[config.mk]
export PLATFORM = sky130hd
export DESIGN_NAME = pfc_host
export DESIGN_NICKNAME = d
export VERILOG_FILES = /design/src/rtl/pfc_bus_cycle.v /design/src/rtl/pfc_host.v
export VERILOG_INCLUDE_DIRS = /design/src /design/src/rtl
export SDC_FILE = /design/constraint.sdc
export NUM_CORES = 1
export LEC_CHECK = 0
export ABC_CLOCK_PERIOD_IN_PS = 8140
export BUFFER_PORTS_ARGS = -buffer_cell sky130_fd_sc_hd__buf_2
export CAP_MARGIN = 40
export CORE_ASPECT_RATIO = 2
export CORE_MARGIN = 3
export CORE_UTILIZATION = 41
export CTS_CLUSTER_DIAMETER = 120
export CTS_CLUSTER_SIZE = 20
export DETAILED_ROUTE_END_ITERATION = 8
export GPL_TIMING_DRIVEN = 0
export PLACE_DENSITY = 0.56
export RECOVER_POWER = 50
export SYNTH_ARGS = -nofsm -noshare
export SYNTH_HDL_FRONTEND = slang
export SYNTH_SLANG_ARGS = --single-unit
export TNS_END_PERCENT = 30
[constraint.sdc]
create_clock -name clock -period 8.14 [get_ports clock]
set_clock_uncertainty 0.05 [all_clocks]
set_input_delay 1.628 -clock clock [delete_from_list [all_inputs] [get_ports clock]]
set_output_delay 1.628 -clock clock [all_outputs]
set_load 0.03 [all_outputs]
[src/rtl/pfc_map.vh]
// command codes, unlock addresses and bus timing for the flash host sequencer
`ifndef PFC_MAP_VH
`define PFC_MAP_VH

// unlock and lock status addresses, unlock and command data
`define PFC_ADDR_UNLOCK1   19'h05555
`define PFC_ADDR_UNLOCK2   19'h02AAA
`define PFC_ADDR_LOCKSTAT  19'h00002
`define PFC_DATA_UNLOCK1   8'hAA
`define PFC_DATA_UNLOCK2   8'h55
`define PFC_DATA_ERASE_PRE 8'h80
`define PFC_DATA_ERASE     8'h10
`define PFC_DATA_PROGRAM   8'hA0
`define PFC_DATA_LOCKOUT   8'h40
`define PFC_DATA_ID_ENTRY  8'h90
`define PFC_DATA_ID_EXIT   8'hF0

// operation codes on the user port
`define PFC_OP_READ        3'h0
`define PFC_OP_PROGRAM     3'h1
`define PFC_OP_ERASE       3'h2
`define PFC_OP_LOCKOUT     3'h3
`define PFC_OP_ID_ENTRY    3'h4
`define PFC_OP_ID_EXIT     3'h5
`define PFC_OP_ID_EXIT1    3'h6

// status bit positions
`define PFC_BIT_POLL       7
`define PFC_BIT_TOGGLE     6
`define PFC_BIT_LOCK       0

// strobe timing at 50 ns per cycle
`define PFC_CLK_NS         50
`define PFC_STROBE_NS      100
`define PFC_STROBE_CYC     ((`PFC_STROBE_NS + `PFC_CLK_NS - 1) / `PFC_CLK_NS)
`define PFC_READ_NS        150
`define PFC_READ_CYC       ((`PFC_READ_NS + `PFC_CLK_NS - 1) / `PFC_CLK_NS)
`define PFC_CNT_W          3

`endif

[src/rtl/pfc_bus_cycle.v]
// one flash bus cycle: a write strobe pulse or an output-enabled read
`timescale 1ns/10ps
`default_nettype none
module pfc_bus_cycle
(
  // clock and reset
  input  wire        clock,
  input  wire        rst,
  // request
  input  wire        start,
  input  wire        is_write,
  input  wire [18:0] addr_in,
  input  wire [7:0]  wdata_in,
  output reg         done,
  output reg  [7:0]  rdata,
  // flash pins
  output reg  [18:0] addr_lines,
  output reg  [7:0]  data_lines_out,
  output reg         data_lines_oe,
  input  wire [7:0]  data_lines_in,
  output reg         chip_sel_n,
  output reg         out_en_n,
  output reg         write_en_n
);
`include "pfc_map.vh"

  localparam [1:0] ST_IDLE  = 2'h0;
  localparam [1:0] ST_SETUP = 2'h1;
  localparam [1:0] ST_PULSE = 2'h2;
  localparam [1:0] ST_HOLD  = 2'h3;
  // counts worked out as integers, then cut to the counter width on purpose
  localparam integer          STROBE_INT = `PFC_STROBE_CYC;
  localparam integer          READ_INT   = `PFC_READ_CYC;
  localparam [`PFC_CNT_W-1:0] STROBE_LEN = STROBE_INT[`PFC_CNT_W-1:0];
  localparam [`PFC_CNT_W-1:0] READ_LEN   = READ_INT[`PFC_CNT_W-1:0];

  reg [1:0]            state_reg;
  reg [`PFC_CNT_W-1:0] cnt_reg;
  reg                  wr_reg;

  // address set up one cycle before strobes so the falling edge sees it settled
  always @(posedge clock or posedge rst)
  begin
    if (rst)
    begin
      state_reg      <= ST_IDLE;
      cnt_reg        <= 3'h0;
      wr_reg         <= 1'b0;
      done           <= 1'b0;
      rdata          <= 8'h00;
      addr_lines     <= 19'h00000;
      data_lines_out <= 8'h00;
      data_lines_oe  <= 1'b0;
      chip_sel_n     <= 1'b1;
      out_en_n       <= 1'b1;
      write_en_n     <= 1'b1;
    end
    else
    begin
      done <= 1'b0;
      case (state_reg)
        ST_IDLE:
        begin
          if (start)
          begin
            addr_lines     <= addr_in;
            data_lines_out <= wdata_in;
            wr_reg         <= is_write;
            data_lines_oe  <= is_write;
            chip_sel_n     <= 1'b0;
            state_reg      <= ST_SETUP;
          end
        end
        ST_SETUP:
        begin
          // oe stays high during writes, we high during reads (program inhibit)
          write_en_n <= ~wr_reg;
          out_en_n   <= wr_reg;
          cnt_reg    <= wr_reg ? STROBE_LEN : READ_LEN;
          state_reg  <= ST_PULSE;
        end
        ST_PULSE:
        begin
          if (cnt_reg == 3'h1)
          begin
            // data held past the rising edge where the device latches it
            write_en_n <= 1'b1;
            out_en_n   <= 1'b1;
            if (!wr_reg)
              rdata <= data_lines_in;
            state_reg <= ST_HOLD;
          end
          else
            cnt_reg <= cnt_reg - 3'h1;
        end
        ST_HOLD:
        begin
          chip_sel_n    <= 1'b1;
          data_lines_oe <= 1'b0;
          done          <= 1'b1;
          state_reg     <= ST_IDLE;
        end
        default:
          state_reg <= ST_IDLE;
      endcase
    end
  end
endmodule
`default_nettype wire

[src/rtl/pfc_host.v]
// host sequencer that drives a byte-wide parallel flash through command sequences
`timescale 1ns/10ps
`default_nettype none
module pfc_host
(
  // clock and reset
  input  wire        clock,
  input  wire        rst,
  // user request port
  input  wire        req_valid,
  output wire        req_ready,
  input  wire [2:0]  req_op,
  input  wire [18:0] req_addr,
  input  wire [7:0]  req_data,
  // user answer port
  output reg         resp_valid,
  output reg  [7:0]  resp_data,
  output reg         resp_timeout,
  // flash pins
  output wire [18:0] addr_lines,
  output wire [7:0]  data_lines_out,
  output wire        data_lines_oe,
  input  wire [7:0]  data_lines_in,
  output wire        chip_sel_n,
  output wire        out_en_n,
  output wire        write_en_n
);
`include "pfc_map.vh"

  // poll limit in reads; default covers the longest erase time at one read per few cycles
  parameter [31:0] POLL_LIMIT = 32'h02000000;

  localparam [2:0] ST_IDLE  = 3'h0;
  localparam [2:0] ST_ISSUE = 3'h1;
  localparam [2:0] ST_WAIT  = 3'h2;
  localparam [2:0] ST_POLL  = 3'h3;
  localparam [2:0] ST_PWAIT = 3'h4;
  localparam [2:0] ST_RESP  = 3'h5;

  reg [2:0]  state_reg;
  reg [2:0]  op_reg;
  reg [18:0] addr_reg;
  reg [7:0]  data_reg;
  reg [2:0]  step_reg;
  reg [2:0]  nsteps;
  reg [7:0]  last_rd_reg;
  reg        have_last_reg;
  reg [31:0] poll_cnt_reg;
  reg        cyc_start;
  reg        cyc_write;
  reg [18:0] cyc_addr;
  reg [7:0]  cyc_data;
  wire       cyc_done;
  wire [7:0] cyc_rdata;

  assign req_ready = (state_reg == ST_IDLE);

  // number of bus cycles in each command
  always @*
  begin
    case (op_reg)
      `PFC_OP_PROGRAM:  nsteps = 3'h4;
      `PFC_OP_ERASE:    nsteps = 3'h6;
      `PFC_OP_LOCKOUT:  nsteps = 3'h6;
      `PFC_OP_ID_ENTRY: nsteps = 3'h3;
      `PFC_OP_ID_EXIT:  nsteps = 3'h3;
      default:          nsteps = 3'h1;
    endcase
  end

  // address and data of the current step; sequences emitted whole so none is broken
  always @*
  begin
    cyc_write = (op_reg != `PFC_OP_READ);
    cyc_addr  = `PFC_ADDR_UNLOCK1;
    cyc_data  = `PFC_DATA_UNLOCK1;
    case (step_reg)
      3'h0:
      begin
        cyc_addr = `PFC_ADDR_UNLOCK1;
        cyc_data = `PFC_DATA_UNLOCK1;
      end
      3'h1, 3'h4:
      begin
        cyc_addr = `PFC_ADDR_UNLOCK2;
        cyc_data = `PFC_DATA_UNLOCK2;
      end
      3'h2:
      begin
        case (op_reg)
          `PFC_OP_PROGRAM:  cyc_data = `PFC_DATA_PROGRAM;
          `PFC_OP_ID_ENTRY: cyc_data = `PFC_DATA_ID_ENTRY;
          `PFC_OP_ID_EXIT:  cyc_data = `PFC_DATA_ID_EXIT;
          default:          cyc_data = `PFC_DATA_ERASE_PRE;
        endcase
      end
      3'h3:
      begin
        if (op_reg == `PFC_OP_PROGRAM)
        begin
          cyc_addr = addr_reg;
          cyc_data = data_reg;
        end
      end
      3'h5:
        cyc_data = (op_reg == `PFC_OP_LOCKOUT) ? `PFC_DATA_LOCKOUT : `PFC_DATA_ERASE;
      default:
        cyc_data = `PFC_DATA_UNLOCK1;
    endcase
    // single-cycle forms: plain read, or id exit to any address
    if (op_reg == `PFC_OP_READ)
      cyc_addr = addr_reg;
    else if (op_reg == `PFC_OP_ID_EXIT1)
    begin
      cyc_addr = addr_reg;
      cyc_data = `PFC_DATA_ID_EXIT;
    end
  end

  // command sequencer with completion polling
  always @(posedge clock or posedge rst)
  begin
    if (rst)
    begin
      state_reg     <= ST_IDLE;
      op_reg        <= `PFC_OP_READ;
      addr_reg      <= 19'h00000;
      data_reg      <= 8'h00;
      step_reg      <= 3'h0;
      last_rd_reg   <= 8'h00;
      have_last_reg <= 1'b0;
      poll_cnt_reg  <= 32'h00000000;
      cyc_start     <= 1'b0;
      resp_valid    <= 1'b0;
      resp_data     <= 8'h00;
      resp_timeout  <= 1'b0;
    end
    else
    begin
      cyc_start  <= 1'b0;
      resp_valid <= 1'b0;
      case (state_reg)
        ST_IDLE:
        begin
          if (req_valid)
          begin
            op_reg    <= req_op;
            addr_reg  <= req_addr;
            data_reg  <= req_data;
            step_reg  <= 3'h0;
            state_reg <= ST_ISSUE;
          end
        end
        ST_ISSUE:
        begin
          cyc_start <= 1'b1;
          state_reg <= ST_WAIT;
        end
        ST_WAIT:
        begin
          if (cyc_done)
          begin
            if (step_reg != nsteps - 3'h1)
            begin
              step_reg  <= step_reg + 3'h1;
              state_reg <= ST_ISSUE;
            end
            else if (op_reg == `PFC_OP_PROGRAM || op_reg == `PFC_OP_ERASE || op_reg == `PFC_OP_LOCKOUT)
            begin
              // completion found by toggle bit, from whatever point polling starts
              have_last_reg <= 1'b0;
              poll_cnt_reg  <= 32'h00000000;
              state_reg     <= ST_POLL;
            end
            else
            begin
              resp_data    <= cyc_rdata;
              resp_timeout <= 1'b0;
              state_reg    <= ST_RESP;
            end
          end
        end
        ST_POLL:
        begin
          op_reg    <= `PFC_OP_READ;
          cyc_start <= 1'b1;
          state_reg <= ST_PWAIT;
        end
        ST_PWAIT:
        begin
          if (cyc_done)
          begin
            last_rd_reg   <= cyc_rdata;
            have_last_reg <= 1'b1;
            poll_cnt_reg  <= poll_cnt_reg + 32'h00000001;
            // two equal toggle bits in a row mean the device finished
            if (have_last_reg && last_rd_reg[`PFC_BIT_TOGGLE] == cyc_rdata[`PFC_BIT_TOGGLE])
            begin
              resp_data    <= cyc_rdata;
              resp_timeout <= 1'b0;
              state_reg    <= ST_RESP;
            end
            else if (poll_cnt_reg == POLL_LIMIT - 32'h00000001) // give up after exactly the limit of reads
            begin
              resp_data    <= cyc_rdata;
              resp_timeout <= 1'b1;
              state_reg    <= ST_RESP;
            end
            else
              state_reg <= ST_POLL;
          end
        end
        ST_RESP:
        begin
          resp_valid <= 1'b1;
          state_reg  <= ST_IDLE;
        end
        default:
          state_reg <= ST_IDLE;
      endcase
    end
  end

  // pin-level bus cycle engine
  pfc_bus_cycle pfc_bus_cycle_inst
  (
    .clock          (clock),
    .rst            (rst),
    .start          (cyc_start),
    .is_write       (cyc_write),
    .addr_in        (cyc_addr),
    .wdata_in       (cyc_data),
    .done           (cyc_done),
    .rdata          (cyc_rdata),
    .addr_lines     (addr_lines),
    .data_lines_out (data_lines_out),
    .data_lines_oe  (data_lines_oe),
    .data_lines_in  (data_lines_in),
    .chip_sel_n     (chip_sel_n),
    .out_en_n       (out_en_n),
    .write_en_n     (write_en_n)
  );
endmodule
`default_nettype wire

==> impl_results.md <==
* Overall Power at approximately 2700 uW
* R2R depth at 9
* GPL Wtd Cong at roughly 0.82
* Crit path required time at 8380 ps
* Clock power frac at between 20% and 30%
* Most frequent cells in the layout: dfrtp_1, buf_2, o21ai_0, nand2_1, mux2_2
* Cts bufs inserted at 17
* Sw Pwr at about 1000 uW
* Mapped Area at between 6000 and 7000 um^2
* Die height at between 150 and 200 um
* Synth Area per Inst at roughly 10 um^2
* Pwr Density at between 300 and 400 nW/um^2
* Worst setup EP type: flop
* Clk slew on worst S/H paths at roughly 50 ps
* Port bufs at slightly above 80
* Max-slew violations at 50
* Inst Count DP at about 860
* WHS Path Cells at 2
* DRT Wirelength at roughly 15,000 um
* Vias at slightly below 5k
* Worst skew pair latency at around 410 ps
* GRT Util Overall at a little under a fifth
* Site Rows at 62
* Setup CP Type: in -> reg
* Maximum vdd drop at 167.3 uV
* Worst min path class: reg -> reg
* Routed length per placed instance at approximately 16 um
* Ant. Diodes at 0
* Reg2reg start: op_reg[2]$_DFFE_PP0P_
* Clock Sinks at between 100 and 150
* First-pass GRT wire length at 23,550 um
* Min cycle time layout at approximately 3300 ps
* Core Region at around 14,000 um^2
* Slew headroom at -52.43%
* Flop2flop setup slack at 5400 ps
* FFs w/ async S/R, synth at 100.0%
* Pre-Repair DR Iteration Count at 5
* Antenna Nets Post-Route at 0
* Layout cells sized above 1 at 24.57%
* # Post-CTS Setup Buffers at 0
* Synth cell types at 58
* Internal Dissipation at 1682 uW
* Min Hold Slack at 411.7 ps
* Dpl cell area at about 6700 um^2
* Setup Total Neg Slack at 0 ps
* 1st-iter DRT viols at approximately 190
* Logic pwr share at a little over a third
* Die area at approximately 16,000 um^2
* Cells after synthesis at between 500 and 600
* Clk root buf: clkbuf_16
* IO Count at 83
* Yosys warns at 0
* Design Area, Final at between 7000 and 8000 um^2
* Pin count of the biggest net entering global routing at between 70 and 80
* Leak Pwr at 0.003252 uW
* Worst slew pin tran at 2274 ps
* Final Setup Violations at 0
* Switching share of power at 37.37%
* Period utilisation layout at slightly above 40%
* Fin. Hold Viols at 0
* Initial core utilization at a little over two fifths
* Vias in the first global route at ~4.8k
* CTS tree: done
* Crit Path Max Fanout at 10
* Min-delay src: pfc_bus_cycle_inst.write_en_n$_DFFE_PP1P_
* Post_cts resized at 0
* Total of max-cap violations at 1
* Grt ovf at 0
* DRC Markers at 0
* Clock Path Buffers at 2
* Violated checks: max-capacitance violations, max-slew violations
* Commonest non-fill, non-tap cell in the layout: dfrtp_1
* Initial antenna violation count at 0
* H-tree depth at 4
* RSZ-0062 raised after global routing: no
* Most used DFF post-synth: dfrtp_1
* Status: finished with violations
* Non-filler cells, final at ~890
* Sequential-to-total area share from yosys stat at ~53%
* Max reg flops at 32
* Worst Path Arrival at ~3600 ps
* Startpoint types: input port
* Fmax at approximately 300 MHz
* Die width at between 90 and 100 um
* Worst hold endpoint: pfc_bus_cycle_inst.write_en_n$_DFFE_PP1P_
* Post-DP HPWL at ~11,000 um
* Syn nets at between 600 and 700
* FF-to-FF End: resp_data[0]$_DFFE_PP0P_
* Via/cell ratio at around 5.4
* EDFF count, synth at 0
* Seq cells post-synth at approximately 130
* Area delta synth->final at 20.96%
* CTS Hold Bufs at 0
* # fillers at 1,352
* Fin nets at approximately 740
* Register share of total power at 36.7%
-- worst max-delay path by stage --
stage,startpoint,endpoint,slack (ps),depth (start not counted)
after global placement,rst,poll_cnt_reg[18]$_DFFE_PP0P_,1640,2
after floorplan,rst,addr_reg[0]$_DFFE_PP0P_,3080,1
after detailed placement,req_valid,addr_reg[9]$_DFFE_PP0P_,4400,6
after global routing,req_valid,addr_reg[9]$_DFFE_PP0P_,4600,6
after CTS,req_valid,addr_reg[9]$_DFFE_PP0P_,4840,6
final,req_valid,addr_reg[10]$_DFFE_PP0P_,4800,6
-- synth_stat cells (8+ instances only) --
master | count | share of area (%)
dfrtp_1 | 124 | 52
o21ai_0 | 71 | 5.9
nand2_1 | 65 | 4.1
mux2_2 | 44 | 8.2
nor2_1 | 28 | 1.7
a21oi_1 | 26 | 2.2
inv_1 | 25 | 1.6
clkbuf_1 | 24 | 1.5
nand3_1 | 19 | 1.6
ha_1 | 13 | 2.7
nor3_1 | 12 | 1.0
o31ai_1 | 12 | 1.5
a31oi_1 | 11 | 1.1
nand4_1 | 11 | 1.1
and3_1 | 8 | 0.83
-- cell families after synthesis --
group | Yosys count | synth area share, %
AND/OR/NAND/NOR | 173 | 14.24
AO/OA/AOI/OAI | 158 | 16.05
flip-flops | 127 | 52.92
buffers and inverters | 55 | 3.496
multiplexers | 50 | 9.282
adder cells (fa/ha/maj) | 13 | 2.706
XOR/XNOR | 9 | 1.311
-- per-layer routing --
layer | share of wire [%] | wire, um | track usage, % | vias up
met1 | 38 | 5456 | 19.17 | 2397
met2 | 58 | 8407 | 35.48 | 88
li1 | - | - | - | 2310
met3 | 3.3 | 473 | 3.915 | 12
met5 | 0 | 0 | 0 | -
met4 | 1.2 | 175 | 6.423 | 0
-- layout make-up --
type                    count  area (um^2)  share of cell area [%]
flip-flops and latches    127         3182                   43.75
multi-input cells         403         2620                   36.03
repair buffers             84        441.7                   6.074
clock buffers              18        439.2                   6.039
well taps                 192        240.2                   3.304
clock inverters            13        138.9                   1.910
plain buffers              30        115.1                   1.583
inverters                  25        95.09                   1.308
-- stage by stage --
| stage | setup WS (ps) | utilization [%] |
|---|---|---|
| finish | 4804 | 50.67 |
| floorplan | 3083 | - |
| CTS | 4844 | 50.71 |
| global placement | 1644 | 46.43 |
| detailed placement | 4403 | 46.69 |
| global route | 4599 | 50.67 |
-- power groups by stage --
stage          Sequential, uW  Clock (uW)  Combinational (uW)
3_3_place_gp              989           0                 946
6_report                  986         738                 962
4_1_cts                   990         753                 979
3_5_place_dp             1000           0                 975
5_1_grt                  1020         784                1070
2_1_floorplan            1140           0                 555
-- worst max-delay path: stages --
cell      delay [ps]
clkbuf_1         120
nand2b_1         100
nor3_1           190
clkbuf_1         570
clkbuf_1         550
mux2_2           410
Power figures use the tool's default switching activity.
